**src/hdl/uart_lsm_pkg.sv**
```systemverilog
// Purpose: constants for the line status and modem control block
// Assumes: AXI4-Lite, 32-bit data, one aligned word per register
// Notes:   register offsets are byte addresses
package uart_lsm_pkg;
    localparam int          AXI_AW           = 8;
    localparam int          AXI_DW           = 32;
    localparam logic [1:0]  RESP_OKAY        = 2'h0;
    localparam logic [1:0]  RESP_SLVERR      = 2'h2;

    localparam logic [7:0]  OFS_TX_DATA      = 8'h00;
    localparam logic [7:0]  OFS_INT_CTRL     = 8'h04;
    localparam logic [7:0]  OFS_FIFO_CTRL    = 8'h08;
    localparam logic [7:0]  OFS_MODEM_VIEW   = 8'h0c;
    localparam logic [7:0]  OFS_MODEM_CTRL   = 8'h10;
    localparam logic [7:0]  OFS_LINE_STATUS  = 8'h14;

    // line_status_reg fields
    localparam int          LSR_DATA_READY   = 0;
    localparam int          LSR_OVERRUN      = 1;
    localparam int          LSR_PARITY       = 2;
    localparam int          LSR_FRAMING      = 3;
    localparam int          LSR_BREAK        = 4;
    localparam int          LSR_TX_HOLD_MT   = 5;
    localparam int          LSR_TX_IDLE      = 6;
    localparam int          LSR_RX_FIFO_ERR  = 7;
    localparam logic [7:0]  LSR_RESET        = 8'h60;

    // modem_control_reg fields
    localparam int          MCR_DTR          = 0;
    localparam int          MCR_RTS          = 1;
    localparam int          MCR_RING         = 2;
    localparam int          MCR_IRQ_EN       = 3;
    localparam int          MCR_LOOP         = 4;
    localparam int          MCR_W            = 5;
    localparam logic [4:0]  MCR_RESET        = 5'h00;

    localparam int          ICR_TX_EMPTY_EN  = 1;
    localparam int          FCR_FIFO_EN      = 0;
    localparam logic        CTRL_BIT_RESET   = 1'b0;
endpackage : uart_lsm_pkg

```
**src/hdl/modem_route.sv**
```systemverilog
// Purpose: modem pin and serial routing, normal and loopback
// Assumes: pins are synchronous to the core clock
// Notes:   all outputs registered
`timescale 1ns/1ns
`default_nettype none
module modem_route (
    input  wire logic i_core_clk,
    input  wire logic i_srst,
    input  wire logic i_loop,
    input  wire logic i_dtr,
    input  wire logic i_rts,
    input  wire logic i_ring,
    input  wire logic i_irq_en,
    input  wire logic i_cts_n,
    input  wire logic i_dsr_n,
    input  wire logic i_ri_n,
    input  wire logic i_dcd_n,
    input  wire logic i_tx_serial,
    input  wire logic i_serial_in,
    output var  logic o_serial_out,
    output var  logic o_rx_serial,
    output var  logic o_rts_n,
    output var  logic o_dtr_n,
    output var  logic o_cts,
    output var  logic o_dsr,
    output var  logic o_ri,
    output var  logic o_dcd
);
    always_ff @(posedge i_core_clk) begin
        if (i_srst) begin
            o_serial_out <= 1'b1;
            o_rx_serial  <= 1'b1;
        end else begin
            o_serial_out <= i_loop | i_tx_serial;
            o_rx_serial  <= i_loop ? i_tx_serial : i_serial_in;
        end
    end

    always_ff @(posedge i_core_clk) begin
        if (i_srst) begin
            o_rts_n <= 1'b1;
            o_dtr_n <= 1'b1;
        end else begin
            o_rts_n <= i_loop | ~i_rts;
            o_dtr_n <= i_loop | ~i_dtr;
        end
    end

    always_ff @(posedge i_core_clk) begin
        if (i_srst) begin
            o_cts <= 1'b0;
            o_dsr <= 1'b0;
            o_ri  <= 1'b0;
            o_dcd <= 1'b0;
        end else if (i_loop) begin
            o_dsr <= i_dtr;
            o_cts <= i_rts;
            o_ri  <= i_ring;
            o_dcd <= i_irq_en;
        end else begin
            o_cts <= ~i_cts_n;
            o_dsr <= ~i_dsr_n;
            o_ri  <= ~i_ri_n;
            o_dcd <= ~i_dcd_n;
        end
    end
endmodule : modem_route
`default_nettype wire

```
**src/hdl/sticky_flag.sv**
```systemverilog
// Purpose: status flag set by hardware, cleared by software
// Assumes: set and clear are single-cycle strobes
// Notes:   a set in the clearing cycle wins
`timescale 1ns/1ns
`default_nettype none
module sticky_flag #(
    parameter logic RST_VAL = 1'b0
) (
    input  wire logic i_core_clk,
    input  wire logic i_srst,
    input  wire logic i_set,
    input  wire logic i_clr,
    output var  logic o_flag
);
    always_ff @(posedge i_core_clk) begin
        if (i_srst) begin
            o_flag <= RST_VAL;
        end else if (i_set) begin
            o_flag <= 1'b1;
        end else if (i_clr) begin
            o_flag <= 1'b0;
        end
    end
endmodule : sticky_flag
`default_nettype wire

```
**src/hdl/uart_lsm.sv**
```systemverilog
// Purpose: uart line status and modem control with AXI4-Lite registers
// Assumes: rx/tx datapath and fifos sit outside and report by strobes and levels
// Notes:   outputs are registered; unmapped accesses answer SLVERR
//
// The AXI4-Lite slave port and the placing of the registers are this design's own decisions.
`timescale 1ns/1ns
`default_nettype none
module uart_lsm (
    input  wire logic                              i_core_clk,
    input  wire logic                              i_srst,
    // AXI4-Lite slave
    input  wire logic [uart_lsm_pkg::AXI_AW-1:0]   i_s_axi_awaddr,
    input  wire logic                              i_s_axi_awvalid,
    output var  logic                              o_s_axi_awready,
    input  wire logic [uart_lsm_pkg::AXI_DW-1:0]   i_s_axi_wdata,
    input  wire logic [3:0]                        i_s_axi_wstrb,
    input  wire logic                              i_s_axi_wvalid,
    output var  logic                              o_s_axi_wready,
    output var  logic [1:0]                        o_s_axi_bresp,
    output var  logic                              o_s_axi_bvalid,
    input  wire logic                              i_s_axi_bready,
    input  wire logic [uart_lsm_pkg::AXI_AW-1:0]   i_s_axi_araddr,
    input  wire logic                              i_s_axi_arvalid,
    output var  logic                              o_s_axi_arready,
    output var  logic [uart_lsm_pkg::AXI_DW-1:0]   o_s_axi_rdata,
    output var  logic [1:0]                        o_s_axi_rresp,
    output var  logic                              o_s_axi_rvalid,
    input  wire logic                              i_s_axi_rready,
    // receive datapath
    input  wire logic                              i_rx_stat_load,
    input  wire logic                              i_rx_stat_brk,
    input  wire logic                              i_rx_stat_frm,
    input  wire logic                              i_rx_stat_par,
    input  wire logic                              i_rx_overrun,
    input  wire logic                              i_rx_data_avail,
    input  wire logic                              i_rx_err_in_fifo,
    // transmit datapath
    input  wire logic                              i_tx_load,
    input  wire logic                              i_tx_fifo_empty,
    input  wire logic                              i_tx_holding_empty,
    input  wire logic                              i_tx_shift_empty,
    input  wire logic                              i_tx_serial,
    input  wire logic                              i_int_req,
    // line pins
    input  wire logic                              i_serial_in,
    input  wire logic                              i_cts_n,
    input  wire logic                              i_dsr_n,
    input  wire logic                              i_ri_n,
    input  wire logic                              i_dcd_n,
    output var  logic                              o_serial_out,
    output var  logic                              o_rts_n,
    output var  logic                              o_dtr_n,
    // towards datapath and interrupt logic
    output var  logic                              o_rx_serial,
    output var  logic                              o_cts,
    output var  logic                              o_dsr,
    output var  logic                              o_ri,
    output var  logic                              o_dcd,
    output var  logic                              o_fifo_mode,
    output var  logic                              o_tx_wr,
    output var  logic [7:0]                        o_tx_data,
    output var  logic                              o_tx_empty_int,
    output var  logic                              o_irq
);
    import uart_lsm_pkg::*;

    ////////////////////////////////////////////////////////////////////////////
    // declarations

    logic                 awready_q;
    logic                 wready_q;
    logic                 bvalid_q;
    logic [1:0]           bresp_q;
    logic                 arready_q;
    logic                 rvalid_q;
    logic [1:0]           rresp_q;
    logic [AXI_DW-1:0]    rdata_q;
    logic                 aw_held_q;
    logic                 w_held_q;
    logic [AXI_AW-1:0]    waddr_q;
    logic [AXI_DW-1:0]    wdata_q;
    logic                 wstrb0_q;
    logic                 aw_hs;
    logic                 w_hs;
    logic                 ar_hs;
    logic                 wr_fire;
    logic [7:0]           wr_word;
    logic [7:0]           rd_word;
    logic                 lsr_rd;
    logic                 tx_wr;
    logic [AXI_DW-1:0]    rd_data_d;
    logic [1:0]           rd_resp_d;
    logic [MCR_W-1:0]     mcr_q;
    logic                 fifo_en_q;
    logic                 tx_int_en_q;
    logic                 tx_wr_q;
    logic [7:0]           tx_data_q;
    logic                 tx_fifo_empty_q;
    logic                 tx_hold_set;
    logic                 tx_hold_mt;
    logic                 brk_flag;
    logic                 frm_flag;
    logic                 par_flag;
    logic                 ovr_flag;
    logic                 rx_fifo_err_q;
    logic                 tx_idle_q;
    logic                 data_ready_q;
    logic                 tx_empty_int_q;
    logic                 irq_q;
    logic [7:0]           lsr_view;

    ////////////////////////////////////////////////////////////////////////////
    // bus handshakes and decode

    assign aw_hs   = i_s_axi_awvalid & awready_q;
    assign w_hs    = i_s_axi_wvalid & wready_q;
    assign ar_hs   = i_s_axi_arvalid & arready_q;
    assign wr_fire = aw_held_q & w_held_q & ~bvalid_q;
    assign wr_word = {waddr_q[AXI_AW-1:2], 2'b00};
    assign rd_word = {i_s_axi_araddr[AXI_AW-1:2], 2'b00};
    assign lsr_rd  = ar_hs & (rd_word == OFS_LINE_STATUS);
    assign tx_wr   = wr_fire & wstrb0_q & (wr_word == OFS_TX_DATA);

    ////////////////////////////////////////////////////////////////////////////
    // write address and data capture, either order

    always_ff @(posedge i_core_clk) begin
        if (i_srst) begin
            aw_held_q <= 1'b0;
            waddr_q   <= '0;
        end else if (aw_hs) begin
            aw_held_q <= 1'b1;
            waddr_q   <= i_s_axi_awaddr;
        end else if (wr_fire) begin
            aw_held_q <= 1'b0;
        end
    end

    always_ff @(posedge i_core_clk) begin
        if (i_srst) begin
            w_held_q <= 1'b0;
            wdata_q  <= '0;
            wstrb0_q <= 1'b0;
        end else if (w_hs) begin
            w_held_q <= 1'b1;
            wdata_q  <= i_s_axi_wdata;
            wstrb0_q <= i_s_axi_wstrb[0];
        end else if (wr_fire) begin
            w_held_q <= 1'b0;
        end
    end

    always_ff @(posedge i_core_clk) begin
        if (i_srst) begin
            awready_q <= 1'b0;
        end else if (aw_hs) begin
            awready_q <= 1'b0;
        end else if (!aw_held_q && !bvalid_q) begin
            awready_q <= 1'b1;
        end
    end

    always_ff @(posedge i_core_clk) begin
        if (i_srst) begin
            wready_q <= 1'b0;
        end else if (w_hs) begin
            wready_q <= 1'b0;
        end else if (!w_held_q && !bvalid_q) begin
            wready_q <= 1'b1;
        end
    end

    // write response
    always_ff @(posedge i_core_clk) begin
        if (i_srst) begin
            bvalid_q <= 1'b0;
            bresp_q  <= RESP_OKAY;
        end else if (wr_fire) begin
            bvalid_q <= 1'b1;
            case (wr_word)
                OFS_TX_DATA, OFS_INT_CTRL, OFS_FIFO_CTRL, OFS_MODEM_CTRL: begin
                    bresp_q <= RESP_OKAY;
                end
                default: begin
                    bresp_q <= RESP_SLVERR;
                end
            endcase
        end else if (bvalid_q && i_s_axi_bready) begin
            bvalid_q <= 1'b0;
        end
    end

    ////////////////////////////////////////////////////////////////////////////
    // software-written control

    always_ff @(posedge i_core_clk) begin
        if (i_srst) begin
            mcr_q <= MCR_RESET;
        end else if (wr_fire && wstrb0_q && wr_word == OFS_MODEM_CTRL) begin
            mcr_q <= wdata_q[MCR_W-1:0];
        end
    end

    always_ff @(posedge i_core_clk) begin
        if (i_srst) begin
            fifo_en_q <= CTRL_BIT_RESET;
        end else if (wr_fire && wstrb0_q && wr_word == OFS_FIFO_CTRL) begin
            fifo_en_q <= wdata_q[FCR_FIFO_EN];
        end
    end

    always_ff @(posedge i_core_clk) begin
        if (i_srst) begin
            tx_int_en_q <= CTRL_BIT_RESET;
        end else if (wr_fire && wstrb0_q && wr_word == OFS_INT_CTRL) begin
            tx_int_en_q <= wdata_q[ICR_TX_EMPTY_EN];
        end
    end

    // transmit data strobe to the holding stage or fifo
    always_ff @(posedge i_core_clk) begin
        if (i_srst) begin
            tx_wr_q   <= 1'b0;
            tx_data_q <= '0;
        end else begin
            tx_wr_q <= tx_wr;
            if (tx_wr) begin
                tx_data_q <= wdata_q[7:0];
            end
        end
    end

    ////////////////////////////////////////////////////////////////////////////
    // transmit status

    always_ff @(posedge i_core_clk) begin
        if (i_srst) begin
            tx_fifo_empty_q <= 1'b1;
        end else begin
            tx_fifo_empty_q <= i_tx_fifo_empty;
        end
    end

    // legacy: load into shifter; fifo: fifo turns empty
    assign tx_hold_set = fifo_en_q ? (i_tx_fifo_empty & ~tx_fifo_empty_q)
                                   : i_tx_load;

    sticky_flag #(
        .RST_VAL (LSR_RESET[LSR_TX_HOLD_MT])
    ) u_tx_hold_flag (
        .i_core_clk (i_core_clk),
        .i_srst     (i_srst),
        .i_set      (tx_hold_set),
        .i_clr      (tx_wr),
        .o_flag     (tx_hold_mt)
    );

    always_ff @(posedge i_core_clk) begin
        if (i_srst) begin
            tx_idle_q <= LSR_RESET[LSR_TX_IDLE];
        end else begin
            tx_idle_q <= i_tx_shift_empty & (fifo_en_q ? i_tx_fifo_empty : i_tx_holding_empty);
        end
    end

    ////////////////////////////////////////////////////////////////////////////
    // receive status

    // the datapath loads these at the rbr or at the fifo head
    sticky_flag #(
        .RST_VAL (LSR_RESET[LSR_BREAK])
    ) u_brk_flag (
        .i_core_clk (i_core_clk),
        .i_srst     (i_srst),
        .i_set      (i_rx_stat_load & i_rx_stat_brk),
        .i_clr      (lsr_rd),
        .o_flag     (brk_flag)
    );

    sticky_flag #(
        .RST_VAL (LSR_RESET[LSR_FRAMING])
    ) u_frm_flag (
        .i_core_clk (i_core_clk),
        .i_srst     (i_srst),
        .i_set      (i_rx_stat_load & i_rx_stat_frm),
        .i_clr      (lsr_rd),
        .o_flag     (frm_flag)
    );

    sticky_flag #(
        .RST_VAL (LSR_RESET[LSR_PARITY])
    ) u_par_flag (
        .i_core_clk (i_core_clk),
        .i_srst     (i_srst),
        .i_set      (i_rx_stat_load & i_rx_stat_par),
        .i_clr      (lsr_rd),
        .o_flag     (par_flag)
    );

    sticky_flag #(
        .RST_VAL (LSR_RESET[LSR_OVERRUN])
    ) u_ovr_flag (
        .i_core_clk (i_core_clk),
        .i_srst     (i_srst),
        .i_set      (i_rx_overrun),
        .i_clr      (lsr_rd),
        .o_flag     (ovr_flag)
    );

    always_ff @(posedge i_core_clk) begin
        if (i_srst) begin
            rx_fifo_err_q <= LSR_RESET[LSR_RX_FIFO_ERR];
        end else if (!fifo_en_q) begin
            rx_fifo_err_q <= 1'b0;
        end else if (i_rx_err_in_fifo) begin
            rx_fifo_err_q <= 1'b1;
        end else if (lsr_rd) begin
            rx_fifo_err_q <= 1'b0;
        end
    end

    always_ff @(posedge i_core_clk) begin
        if (i_srst) begin
            data_ready_q <= LSR_RESET[LSR_DATA_READY];
        end else begin
            data_ready_q <= i_rx_data_avail;
        end
    end

    always_comb begin
        lsr_view                  = 8'h00;
        lsr_view[LSR_DATA_READY]  = data_ready_q;
        lsr_view[LSR_OVERRUN]     = ovr_flag;
        lsr_view[LSR_PARITY]      = par_flag;
        lsr_view[LSR_FRAMING]     = frm_flag;
        lsr_view[LSR_BREAK]       = brk_flag;
        lsr_view[LSR_TX_HOLD_MT]  = tx_hold_mt;
        lsr_view[LSR_TX_IDLE]     = tx_idle_q;
        lsr_view[LSR_RX_FIFO_ERR] = rx_fifo_err_q;
    end

    ////////////////////////////////////////////////////////////////////////////
    // read path

    always_comb begin
        rd_data_d = '0;
        rd_resp_d = RESP_OKAY;
        case (rd_word)
            OFS_TX_DATA: begin
                rd_data_d = '0;
            end
            OFS_INT_CTRL: begin
                rd_data_d[ICR_TX_EMPTY_EN] = tx_int_en_q;
            end
            OFS_FIFO_CTRL: begin
                rd_data_d[FCR_FIFO_EN] = fifo_en_q;
            end
            OFS_MODEM_VIEW: begin
                rd_data_d[3:0] = {o_dcd, o_ri, o_dsr, o_cts};
            end
            OFS_MODEM_CTRL: begin
                rd_data_d[MCR_W-1:0] = mcr_q;
            end
            OFS_LINE_STATUS: begin
                rd_data_d[7:0] = lsr_view;
            end
            default: begin
                rd_resp_d = RESP_SLVERR;
            end
        endcase
    end

    always_ff @(posedge i_core_clk) begin
        if (i_srst) begin
            arready_q <= 1'b0;
        end else if (ar_hs) begin
            arready_q <= 1'b0;
        end else if (!rvalid_q) begin
            arready_q <= 1'b1;
        end
    end

    always_ff @(posedge i_core_clk) begin
        if (i_srst) begin
            rvalid_q <= 1'b0;
            rdata_q  <= '0;
            rresp_q  <= RESP_OKAY;
        end else if (ar_hs) begin
            rvalid_q <= 1'b1;
            rdata_q  <= rd_data_d;
            rresp_q  <= rd_resp_d;
        end else if (rvalid_q && i_s_axi_rready) begin
            rvalid_q <= 1'b0;
        end
    end

    ////////////////////////////////////////////////////////////////////////////
    // interrupt requests

    always_ff @(posedge i_core_clk) begin
        if (i_srst) begin
            tx_empty_int_q <= 1'b0;
            irq_q          <= 1'b0;
        end else begin
            tx_empty_int_q <= tx_int_en_q & tx_hold_mt;
            irq_q          <= mcr_q[MCR_IRQ_EN] & i_int_req;
        end
    end

    ////////////////////////////////////////////////////////////////////////////
    // modem pins and loopback

    modem_route u_modem_route (
        .i_core_clk   (i_core_clk),
        .i_srst       (i_srst),
        .i_loop       (mcr_q[MCR_LOOP]),
        .i_dtr        (mcr_q[MCR_DTR]),
        .i_rts        (mcr_q[MCR_RTS]),
        .i_ring       (mcr_q[MCR_RING]),
        .i_irq_en     (mcr_q[MCR_IRQ_EN]),
        .i_cts_n      (i_cts_n),
        .i_dsr_n      (i_dsr_n),
        .i_ri_n       (i_ri_n),
        .i_dcd_n      (i_dcd_n),
        .i_tx_serial  (i_tx_serial),
        .i_serial_in  (i_serial_in),
        .o_serial_out (o_serial_out),
        .o_rx_serial  (o_rx_serial),
        .o_rts_n      (o_rts_n),
        .o_dtr_n      (o_dtr_n),
        .o_cts        (o_cts),
        .o_dsr        (o_dsr),
        .o_ri         (o_ri),
        .o_dcd        (o_dcd)
    );

    ////////////////////////////////////////////////////////////////////////////
    // outputs

    assign o_s_axi_awready = awready_q;
    assign o_s_axi_wready  = wready_q;
    assign o_s_axi_bvalid  = bvalid_q;
    assign o_s_axi_bresp   = bresp_q;
    assign o_s_axi_arready = arready_q;
    assign o_s_axi_rvalid  = rvalid_q;
    assign o_s_axi_rdata   = rdata_q;
    assign o_s_axi_rresp   = rresp_q;
    assign o_fifo_mode     = fifo_en_q;
    assign o_tx_wr         = tx_wr_q;
    assign o_tx_data       = tx_data_q;
    assign o_tx_empty_int  = tx_empty_int_q;
    assign o_irq           = irq_q;
endmodule : uart_lsm
`default_nettype wire

```
**config.mk**
```make
export PLATFORM = sky130hd
export DESIGN_NAME = uart_lsm
export DESIGN_NICKNAME = d
export VERILOG_FILES = /design/src/hdl/uart_lsm_pkg.sv /design/src/hdl/modem_route.sv /design/src/hdl/sticky_flag.sv /design/src/hdl/uart_lsm.sv
export SDC_FILE = /design/constraint.sdc
export NUM_CORES = 1
export LEC_CHECK = 0
export BUFFER_PORTS_ARGS = -buffer_cell sky130_fd_sc_hd__buf_4
export CORE_ASPECT_RATIO = 1.25
export CORE_MARGIN = 8
export CORE_UTILIZATION = 52
export CTS_BUF_LIST = sky130_fd_sc_hd__clkbuf_4
export DETAILED_ROUTE_END_ITERATION = 8
export GPL_ROUTABILITY_DRIVEN = 0
export HOLD_SLACK_MARGIN = 0.06
export PLACE_DENSITY = 0.88
export SYNTH_ARGS = -nofsm -noshare
export SYNTH_HDL_FRONTEND = slang
export SYNTH_SLANG_ARGS = --single-unit
```
**constraint.sdc**
```tcl
create_clock -name i_core_clk -period 1.9 [get_ports i_core_clk]
set_input_delay 0.285 -clock i_core_clk [delete_from_list [all_inputs] [get_ports i_core_clk]]
set_output_delay 0.285 -clock i_core_clk [all_outputs]
set_load 0.005 [all_outputs]
```
Word-level counts from Yosys, hierarchy flattened
Cells that the tools add are included.
- equal/unequal tests: 8
- muxes and demuxes: 27
- bitwise operators: 27
- reduce and logical (&&, ||, !) cells: 29
- operators by type and width (cell ; number):
    2-to-1 mux 1 bit ; 20
    equality test 6 x 2 -> 1 bit (second input constant) ; 3
    equality test 6 x 3 -> 1 bit (second input constant) ; 3
    nonzero test 2 bit ; 9
    zero test 8 bit ; 2
    AND 1 bit ; 15
    equality test 6 x 1 -> 1 bit (second input constant) ; 2
    OR reduction 2 bit ; 5
    inverter 1 bit ; 9
    logical AND 1 bit ; 8
    one-hot mux 1 bit (4 select lines) ; 2
    one-hot mux 2 bit (3 select lines) ; 1
    OR reduction 6 bit ; 1
    2-to-1 mux 2 bit ; 2
    OR reduction 4 bit ; 1
    zero test 1 bit ; 3
    2-to-1 mux 3 bit ; 1
    bitwise OR 1 bit ; 3
    one-hot mux 1 bit (2 select lines) ; 1
- flip-flop bits (word level): 71
- input port bits: 77
- output and inout bits: 61

Depth between registers and ports, before layout
Gate-level depths: netlist of run 1.
- depth after elaboration: 4
- mapped depth: 5

Modules after synthesis
A second synthesis of run 1 with hierarchy kept.
- cell total of the unflattened synthesis: 326
- area, all modules: 2924.1 sq um
- modules (own cells, without submodules) (module ; times used ; cells each ; area each (sq um)):
    uart_lsm ; 1 ; 279 ; 2471.1
    modem_route ; 1 ; 27 ; 265.3
    sticky_flag (u_brk_flag ...) ; 4 ; 4 ; 38.8
    sticky_flag (u_tx_hold_flag) ; 1 ; 4 ; 32.5

Worst setup path after synthesis of run 1
OpenSTA, ideal clock, no wires.
- kind: register -> register
- from: register waddr_q[7]
- to: register mcr_q[4]
- library setup time: 0.132 ns
- data arrival time: 1.196 ns
- required time: 1.768 ns
- path slack: 0.572 ns
- cell stages (with the launch flop): 5
- buffers on the path: 1
- path through: dfxtp_1 -> or3_4 -> buf_6 -> o41ai_1 -> a21oi_1
- longest elaborated chain between the ends: 2
- RTL lines (item ; line ; text):
    start, declared ; uart_lsm.sv:80 ; logic [AXI_AW-1:0] waddr_q;
    start signal, assigned ; uart_lsm.sv:133 ; waddr_q <= i_s_axi_awaddr;
    equality test 6 x 3 -> 1 bit ; uart_lsm.sv:199 ; end else if (wr_fire && wstrb0_q && wr_word == OFS_MODEM_CTRL) begin
    logical AND 1 bit ; uart_lsm.sv:199 ;
    end signal, assigned ; uart_lsm.sv:200 ; mcr_q <= wdata_q[MCR_W-1:0];
    end, declared ; uart_lsm.sv:93 ; logic [MCR_W-1:0] mcr_q;
No other way between the ends.
A chain may end at the register's enable or synchronous reset.

Final worst setup path of run 1
- from: register bvalid_q, in the netlist o_s_axi_bvalid
- to: register tx_int_en_q
- longest elaborated chain between the ends: 4
- RTL lines (item ; line ; text):
    start, declared ; uart_lsm.sv:72 ; logic bvalid_q;
    start signal, assigned ; uart_lsm.sv:176 ; bvalid_q <= 1'b0;
    start signal, assigned ; uart_lsm.sv:179 ; bvalid_q <= 1'b1;
    start signal, assigned ; uart_lsm.sv:189 ; bvalid_q <= 1'b0;
    inverter 1 bit ; uart_lsm.sv:118 ; assign wr_fire = aw_held_q & w_held_q & ~bvalid_q;
    AND 1 bit ; uart_lsm.sv:118 ;
    logical AND 1 bit (2 in series) ; uart_lsm.sv:215 ; end else if (wr_fire && wstrb0_q && wr_word == OFS_INT_CTRL) begin
    end signal, assigned ; uart_lsm.sv:216 ; tx_int_en_q <= wdata_q[ICR_TX_EMPTY_EN];
    end, declared ; uart_lsm.sv:95 ; logic tx_int_en_q;
No other way between the ends.

==> impl_metrics.csv, run 1 <==
group,metric,value,unit
outcome,outcome,"finished clean",
route,postRouteWirelength,7120,microns
cts,cts_resized,0,
synthesis,synth_edf_count,0,
critical_path,rrSetupSlack,300,ps
cells_and_area,nets,486,
critical_path,critPathSlowestCell,"nor4_1",
timing,finalHoldWorstSlack,75.6,ps
synthesis,synth_mux_area_share,4.39,%
critical_path,cpPeakStageDelay,470,ps
hold_path,hp-class,"input port to register",
cts,cts-root-buf,"clkbuf_4",
power,ir_drop,474,uV
critical_path,critPathLaunchType,"register",
floorplanning,design.core.area,0.00541,sq mm
global_route,grtUsageMet1,18.0,%
global_route,antenna_found_initial,0,
global_route,grt_pass1_vias,2513,
synthesis,yosys-top-cells-count,"dfxtp_1, nand2_1, a21oi_1",
hold_path,hold_depth,3,
route,drt_iter0_drc,94,
global_route,use_met2,30.8,%
global_route,grt_pass1_wl,11800,microns
timing,finalHoldViolations,0,
cts,post_cts_buffers,0,
timing,finalSetupViolations,0,
cells_and_area,diodes,0,
synthesis,ys_seq_area_share,46.1,%
cells_and_area,area_growth,22.2,%
timing,worst_slew_pin_slew,688,ps
timing,rsz0062_at_grt,"false",
floorplanning,row_count,30,
placement,hpwl,5270,microns
synthesis,synth_cell_types,42,
cts,clock_latency,400,ps
synthesis,yosysTopAreaCell,"dfxtp_1",
power,p_leak,1.53,nW
placement,portBuffers,80,
floorplanning,die_y,99.6,microns
global_route,track_usage,17.1,%
synthesis,ys.flop_type,"dfxtp_1",
cts,path_clk_slew,100,ps
critical_path,path_max_fanout,13,
critical_path,crit_chain,"nand3b_1, nor4_1, mux2i_1",
timing,slew_viol_final,0,
critical_path,path_delay_family,"simple AND/OR/NAND/NOR gates",
synthesis,synth_simple_gate_area_share,24.4,%
critical_path,r2r-end,"tx_int_en_q",
cts,cts_made_buffers,9,
hold_path,hold_end,"rx_fifo_err_q",
critical_path,critPathKind,"register to register",
cts,cts_max_level,3,
critical_path,end_kind,"register",
critical_path,cp.arrival,1940,ps
global_route,top_usage_layer,"met2",
timing,tns,0,ps
critical_path,worst_r2r_path_depth,3,
floorplanning,dieWidth,82.9,microns
timing,period_needed,1600,ps
synthesis,synth-seq-cells,67,
synthesis,synthCells,334,
cts,clock_sinks,67,
timing,slew_headroom,54.1,%
route,drc_errors,0,
timing,max_freq,626,MHz
critical_path,crit_required,2240,ps
synthesis,async_reset_ff_share,0,%
critical_path,cp_num_cells,3,
timing,skew,9.69,ps
synthesis,ys_warn_count,0,
synthesis,synth_area_leaders,"dfxtp_1, a21oi_1, buf_4",
global_route,met3_usage,4.09,%
power,p_per_area,734,mW/mm^2
cts,clockBufferDepth,2,
hold_path,worstHoldStart,"i_rx_err_in_fifo",
placement,placed_cells,461,
synthesis,syn_area,0.00291,sq mm
cells_and_area,fillerInstances,509,
route,firstDrtPassIters,4,
global_route,grt_max_degree,73,
route,detail_route.vias_per_cell,5.25,
critical_path,rr_startpoint,"o_s_axi_bvalid",
floorplanning,pin_count,138,
global_route,overflow,0,
synthesis,synth-adder-area-share,0.344,%
critical_path,path_buf_inv,0,
route,ant_nets,0,
cts,ctsHoldBuffers,1,
route,detail_route.wl_per_cell,14.9,microns
synthesis,synth_top_cell_area_share,46.1,%
cells_and_area,stdcell_count,478,
floorplanning,floorplan.initialDensity,53.8,%
synthesis,synth_compound_area_share,13.8,%
floorplanning,die-area,0.00826,sq mm
synthesis,synthXorXnorAreaFrac,0,%
timing,fin_crit_sh,84.0,%
synthesis,synth_top_family_by_area,"simple AND/OR/NAND/NOR gates",
cts,cts_tree,"done",
cells_and_area,post-route-util,65.8,%
cells_and_area,drive_gt1_share,27.1,%
flow_run,max-cap-violations,0,
synthesis,synth.avg_cell_area,8.71,sq um
power,total_power,0.00261,W
synthesis,yosysMostFrequentCell,"dfxtp_1",
route,num_vias,2511,
==> how the worst max path moves through the flow <==
stage	startpoint	endpoint	slack (ps)
2_1_floorplan	waddr_q[7]	mcr_q[4]	570
3_3_place_gp	o_s_axi_bvalid	tx_int_en_q	360
3_5_place_dp	o_s_axi_bvalid	mcr_q[3]	340
4_1_cts	o_s_axi_bvalid	tx_int_en_q	320
5_1_grt	o_s_axi_bvalid	tx_int_en_q	170
6_report	o_s_axi_bvalid	tx_int_en_q	300
==> layer usage <==
layer  vias up  wire, microns
met5         -              0
li1       1264              -
met1      1167           2840
met4         0            136
met2        69           3800
met3        11            345
==> layout make-up <==
type	count	area, sq um	share of cell area, %
Timing Repair Buffer	86	648	18.2
Tap cell	64	80.1	2.25
Multi-Input combinational cell	237	1350	37.8
Inverter	8	30.0	0.844
Clock inverter	3	15.0	0.422
Clock buffer	13	97.6	2.74
Sequential cell	67	1340	37.7
==> cells by family after synthesis <==
logic type	count (synthesis)
multiplexers	12
buffers and inverters	55
other	1
AND/OR/NAND/NOR	131
flip-flops	67
adder cells (fa/ha/maj)	1
AO/OA/AOI/OAI	67
==> registers in the layout (all words and copies together) (netlist names), 5 cells and up <==
register       cells
waddr_q            6
o_tx_data          8
wdata_q            8
o_s_axi_rdata      8
mcr_q              5
==> worst reg2reg max path: stages, from the launching register on <==
cell and delay [ps]:
dfxtp_1 390, nand3b_1 460, nor4_1 470, mux2i_1 210
==> cell usage in the layout, fill, tap and decap left out, drive strengths merged, types with 2 or more instances in the layout <==
cell type  count
or2            2
clkinv         3
nand3         12
dfxtp         67
a21oi         39
nor2          17
o22ai          5
and2           2
nor2b          8
a211o          2
o21ai          6
nand2b        16
a211oi         2
a311oi         2
conb          26
nor3           6
nand3b         4
nand2         40
nor4b          2
buf           85
or3            2
clkbuf        13
mux2i          6
mux2           6
o41ai          9
inv            8
nand4         13
==> power breakdown <==
group / switching, W / internal [W]
combinational: 0.000161 / 0.000156
clock: 0.000473 / 0.000323
sequential: 0.0000433 / 0.00146
total: 0.000677 / 0.00193
==> metrics by stage <==
step | instance area, sq um | setup WS [ps]
after floorplan | 3000 | 572
after global placement | 3430 | 364
after detailed placement | 3430 | 344
after CTS | 3560 | 317
after global routing | 3560 | 173
final | 3560 | 304
Power figures use the tool's default switching activity.
==> run 2: changes to the inputs <==
--- a/config.mk
+++ b/config.mk
@@ -8,12 +8,12 @@
 export BUFFER_PORTS_ARGS = -buffer_cell sky130_fd_sc_hd__buf_4
 export CORE_ASPECT_RATIO = 1.25
 export CORE_MARGIN = 8
-export CORE_UTILIZATION = 52
+export CORE_UTILIZATION = 43
 export CTS_BUF_LIST = sky130_fd_sc_hd__clkbuf_4
 export DETAILED_ROUTE_END_ITERATION = 8
 export GPL_ROUTABILITY_DRIVEN = 0
 export HOLD_SLACK_MARGIN = 0.06
-export PLACE_DENSITY = 0.88
+export PLACE_DENSITY = 0.78
 export SYNTH_ARGS = -nofsm -noshare
 export SYNTH_HDL_FRONTEND = slang
 export SYNTH_SLANG_ARGS = --single-unit
==> constraint.sdc (replaced) <==
create_clock -name i_core_clk -period 1.3 [get_ports i_core_clk]
set_input_delay 0.195 -clock i_core_clk [delete_from_list [all_inputs] [get_ports i_core_clk]]
set_output_delay 0.195 -clock i_core_clk [all_outputs]
set_load 0.005 [all_outputs]
==> impl_metrics.csv, run 2 (synthesis gave the netlist of run 1 again) <==
group,metric,value,unit
power,p_leak,1.73,nW
floorplanning,dieWidth,89.6,microns
route,firstDrtPassIters,4,
critical_path,end_kind,"register",
route,postRouteWirelength,7600,microns
timing,max_freq,725,MHz
cts,clock_sinks,67,
critical_path,critPathLaunchType,"register",
cells_and_area,multiInputGateArea,0.00145,sq mm
cts,cts_max_level,3,
cts,clock_latency,400,ps
floorplanning,floorplan.initialDensity,44.3,%
global_route,track_usage,15.5,%
cells_and_area,diodes,0,
route,drc_errors,0,
critical_path,cp-startpoint,"waddr_q[5]",
critical_path,crit_required,1580,ps
route,detail_route.vias_per_cell,4.89,
route,drt_iter0_drc,61,
floorplanning,die_y,108,microns
cts,cts-root-buf,"clkbuf_4",
floorplanning,die-area,0.00967,sq mm
timing,slew_viol_final,0,
route,ant_nets,0,
cells_and_area,drive_gt1_share,32.6,%
outcome,violations,"negative setup slack",
timing,rsz0062_at_grt,"true",
cts,cts_made_buffers,9,
outcome,outcome,"finished, violations left",
route,num_vias,2661,
critical_path,endpoint,"o_tx_data[5]",
cells_and_area,final_common_cell,"buf_4",
timing,finalHoldViolations,0,
power,total_power,0.00409,W
critical_path,cp.arrival,1660,ps
global_route,grt_pass1_vias,2699,
cts,clockBufferDepth,2,
critical_path,rrSetupSlack,-80,ps
power,p_per_area,991,mW/mm^2
global_route,grt_max_degree,49,
cells_and_area,final_cell_mix,"buf_4, dfxtp_1, nand2_1",
critical_path,r2r-end,"o_tx_data[5]",
cts,cts_tree,"done",
floorplanning,design.core.area,0.00657,sq mm
global_route,grt_pass1_wl,11900,microns
critical_path,path_max_fanout,6,
critical_path,rr_startpoint,"waddr_q[5]",
power,ir_drop,626,uV
floorplanning,pin_count,138,
timing,period_needed,1380,ps
timing,fin_ws,-78.4,ps
cells_and_area,nets,530,
critical_path,worst_r2r_path_depth,4,
timing,finalSetupViolations,8,
flow_run,max-cap-violations,0,
global_route,overflow,0,
timing,skew,17.5,ps
critical_path,critPathKind,"register to register",
hold_path,hp-class,"input port to register",
cells_and_area,area_growth,41.7,%
placement,portBuffers,80,
route,detail_route.wl_per_cell,14.0,microns
floorplanning,row_count,33,
cells_and_area,ff_latch_area,0.00135,sq mm
placement,hpwl,5480,microns
cells_and_area,fillerInstances,551,
timing,fin_crit_sh,106,%
cts,path_clk_slew,100,ps
global_route,antenna_found_initial,0,
timing,finalHoldWorstSlack,81.0,ps
## run 2: cell count changes in the layout (fill, tap and decap cells not counted), moves of 2 or more
cell	delta
buf_4	+17
clkbuf_4	-3
clkinvlp_4	+2
dfxtp_1	-7
dfxtp_2	+7
dlygate4sd3_1	+25
o41ai_1	-8
o41ai_2	+6
o41ai_4	+2
## run 2: power breakdown
part           leakage (nW)  switching [W]  internal, W
sequential            0.550      0.0000523      0.00213
clock                0.0683       0.000704     0.000591
combinational          1.12       0.000287     0.000323
total                  1.73        0.00104      0.00304
## run 2: worst max-delay path, stage by stage, from the launching register on
cell	delay, ps
dfxtp_2	350
or3_4	450
buf_12	160
o41ai_4	210
a21oi_1	90
## run 2: metal layers
layer | routed length [microns] | vias to the layer above | GRT usage (%)
li1 | - | 1351 | -
met1 | 3000 | 1200 | 16.4
met2 | 3740 | 89 | 26.4
met3 | 622 | 21 | 4.86
met4 | 237 | 0 | 8.58
met5 | 0 | - | 0
## run 2: worst min path at each step
stage | start | endpoint | slack, ps | cells after the start
floorplan | i_tx_serial | u_modem_route.o_serial_out | 290 | 1
global placement | i_tx_serial | u_modem_route.o_serial_out | 390 | 2
detailed placement | i_tx_serial | u_modem_route.o_serial_out | 390 | 2
CTS | i_rx_stat_par | u_par_flag.o_flag | 70 | 3
global route | i_s_axi_awaddr[7] | waddr_q[7] | 60 | 3
finish | i_s_axi_awaddr[7] | waddr_q[7] | 80 | 3
## run 2: area by class of cell
type                    count  area share [%]
well taps                  87            2.64
clock inverters             5            1.33
multi-input cells         237            35.1
repair buffers            130            25.6
clock buffers              10            1.82
inverters                   8           0.728
flip-flops and latches     67            32.7
## run 2: timing repair
item                                    4_1_cts  5_1_grt
hold buffers                                 23        3
setup buffers                                 2        0
hold endpoints to repair                     22        3
resized for setup                            12       11
pin swaps                                     6        6
endpoints found under the setup margin       10       18
## run 2: stage by stage
stage	std cells	area (sq um)	TNS, ps	worst slack, ps	util (%)
after floorplan	359	3000	-84.3	-28.1	-
after global placement	501	3600	-430	-90.1	54.9
after detailed placement	501	3600	-553	-106	54.9
after CTS	541	4040	-231	-56.2	61.6
after global routing	544	4130	-1160	-121	62.8
final	544	4130	-479	-78.4	62.8
==> run 3: changes to the inputs <==
--- a/config.mk
+++ b/config.mk
@@ -5,6 +5,7 @@
 export SDC_FILE = /design/constraint.sdc
 export NUM_CORES = 1
 export LEC_CHECK = 0
+export ABC_AREA = 1
 export BUFFER_PORTS_ARGS = -buffer_cell sky130_fd_sc_hd__buf_4
 export CORE_ASPECT_RATIO = 1.25
 export CORE_MARGIN = 8
==> impl_metrics.csv, run 3 <==
group,metric,value,unit
timing,fin_ws,63.1,ps
floorplanning,row_count,33,
global_route,grt_pass1_wl,11900,microns
critical_path,cp.arrival,1040,ps
power,combPwrFrac,14.0,%
route,drc_errors,0,
critical_path,end_kind,"output port",
synthesis,synth_top_cell_area_share,47.2,%
timing,skew,10.7,ps
critical_path,crit_required,1110,ps
power,p_per_area,1030,mW/mm^2
route,ant_nets,0,
timing,period_needed,1240,ps
floorplanning,dieWidth,88.7,microns
synthesis,synth-seq-cells,67,
power,p_leak,1.82,nW
timing,slew_viol_final,0,
timing,finalSetupViolations,0,
cts,clock_latency,400,ps
cts,cts_made_buffers,9,
synthesis,ys.flop_type,"dfxtp_1",
route,detail_route.vias_per_cell,4.59,
route,drt_iter0_drc,184,
power,sw_frac_of_total,25.3,%
synthesis,synth_area_leaders,"dfxtp_1, nand2_1, nor2_1",
timing,finalHoldViolations,0,
critical_path,cpPeakStageDelay,480,ps
synthesis,synth_cell_types,29,
global_route,grt_pass1_vias,2629,
power,p_int,0.00302,W
synthesis,syn_area,0.00284,sq mm
placement,portBuffers,80,
floorplanning,floorplan.initialDensity,43.8,%
cells_and_area,fillerInstances,578,
global_route,track_usage,15.9,%
power,ir_drop,780,uV
placement,hpwl,5500,microns
route,num_vias,2678,
route,detail_route.wl_per_cell,12.9,microns
placement,placed_cells,537,
cts,path_clk_slew,100,ps
outcome,outcome,"finished clean",
cts,cts-root-buf,"clkbuf_4",
floorplanning,pin_count,138,
synthesis,async_reset_ff_share,0,%
global_route,overflow,0,
floorplanning,die-area,0.00947,sq mm
cells_and_area,final_common_cell,"buf_4",
global_route,grt_max_degree,24,
critical_path,path_max_fanout,5,
timing,max_freq,808,MHz
synthesis,yosys-top-cells-count,"dfxtp_1, nand2_1, nor2_1",
cells_and_area,nets,569,
critical_path,critPathLaunchType,"register",
synthesis,yosysMostFrequentCell,"dfxtp_1",
cts,clock_sinks,67,
synthesis,synthCells,373,
placement,dpl_worst_slack,8.38,ps
flow_run,max-cap-violations,0,
cells_and_area,diodes,0,
global_route,antenna_found_initial,0,
cts,clockBufferDepth,2,
power,p_seq_share,54.1,%
cells_and_area,stdcell_count,583,
power,clockPowerShare,31.9,%
synthesis,synth_edf_count,0,
critical_path,crit_chain,"buf_4",
cells_and_area,drive_gt1_share,25.6,%
floorplanning,die_y,107,microns
synthesis,ys_warn_count,0,
power,p_sw,0.00102,W
route,postRouteWirelength,7510,microns
critical_path,critPathKind,"register to output port",
timing,fin_crit_sh,95.1,%
cells_and_area,post-route-util,60.6,%
synthesis,ys_seq_area_share,47.2,%
critical_path,path_delay_family,"flip-flops",
route,firstDrtPassIters,4,
synthesis,yosysTopAreaCell,"dfxtp_1",
cts,cts_max_level,3,
synthesis,synth.avg_cell_area,7.61,sq um
hold_path,hp-class,"input port to register",
critical_path,path_buf_inv,1,
timing,rsz0062_at_grt,"true",
cts,cts_tree,"done",
cells_and_area,area_growth,38.3,%
floorplanning,design.core.area,0.00648,sq mm
critical_path,critPathSlowestCell,"dfxtp_1",
cells_and_area,final_cell_mix,"buf_4, dfxtp_1, nand2_1",
-- run 3: cell count changes after synthesis, moves of 9 or more --
cell      delta
o41ai_1      -9
nand3_1      +9
o21ai_0     +26
a21oi_1     -11
clkbuf_1    -11
nor2_1      +46
inv_1       +19
nand2b_1    -16
nand2_1     +25
-- run 3: what timing repair did --
| action | in CTS | in global routing |
|---|---|---|
| hold endpoints to repair | 26 | 2 |
| pin swaps | 0 | 2 |
| setup buffers | 0 | 1 |
| cloned | 0 | 1 |
| hold buffers | 26 | 3 |
| setup endpoints to repair | 1 | 15 |
| gates resized for setup | 1 | 14 |
-- run 3: layout make-up --
type / count / area, sq um / area share (%)
Clock buffer: 11 / 82.6 / 2.10
Inverter: 33 / 133 / 3.38
Clock inverter: 4 / 42.5 / 1.08
Timing Repair Buffer: 116 / 956 / 24.3
Tap cell: 87 / 109 / 2.77
Multi-Input combinational cell: 265 / 1260 / 32.1
Sequential cell: 67 / 1340 / 34.2
-- run 3: cells by family (layout without fill, tap and decap cells) --
| kind of cell | Yosys count | after routing | synth area share (%) |
|---|---|---|---|
| flip-flops | 67 | 67 | 47.2 |
| other | 1 | 26 | 0.132 |
| AO/OA/AOI/OAI | 66 | 66 | 12.0 |
| AND/OR/NAND/NOR | 172 | 173 | 27.6 |
| buffers and inverters | 67 | 164 | 13.0 |
-- run 3: routing by layer --
layer	share of wire, %	up-vias	global-route usage, %
met2	53	78	29.1
met3	7.5	13	4.74
li1	-	1394	-
met5	0	-	0
met1	37	1193	15.9
met4	2.1	0	6.91
-- run 3: tightest hold or removal path: cells and delay by family --
family,cells,cell delay (ps)
buffers and inverters,1,120
and+or+nand+nor,1,60
AOI/OAI and AO/OA,1,60
-- run 3: power by group through the flow --
stage	combinational (W)	sequential, W	clock [W]
floorplan	0.000311	0.00222	0
global placement	0.000458	0.00223	0
detailed placement	0.000470	0.00223	0
CTS	0.000535	0.00218	0.00132
global route	0.000629	0.00219	0.00141
finish	0.000565	0.00218	0.00129
-- run 3: path summary, 6_finish.rpt --
kind / startpoint / to / cells after the start / slack, ps
hold / removal: i_rx_stat_load / u_par_flag.o_flag / 3 / 70
hold reg to reg: mcr_q[0] / u_modem_route.o_dtr_n / 1 / 420
setup / recovery: o_fifo_mode / o_fifo_mode / 1 / 60
setup reg to reg: waddr_q[2] / mcr_q[3] / 7 / 70
-- run 3: through the flow --
step,TNS (ps),power (W),area [sq um],hold WS [ps]
2_1_floorplan,0,0.00253,2930,288
3_3_place_gp,0,0.00268,3460,373
3_5_place_dp,0,0.00270,3460,380
4_1_cts,0,0.00404,3850,60.7
5_1_grt,-78.9,0.00424,3930,65.4
6_report,0,0.00404,3930,74.3
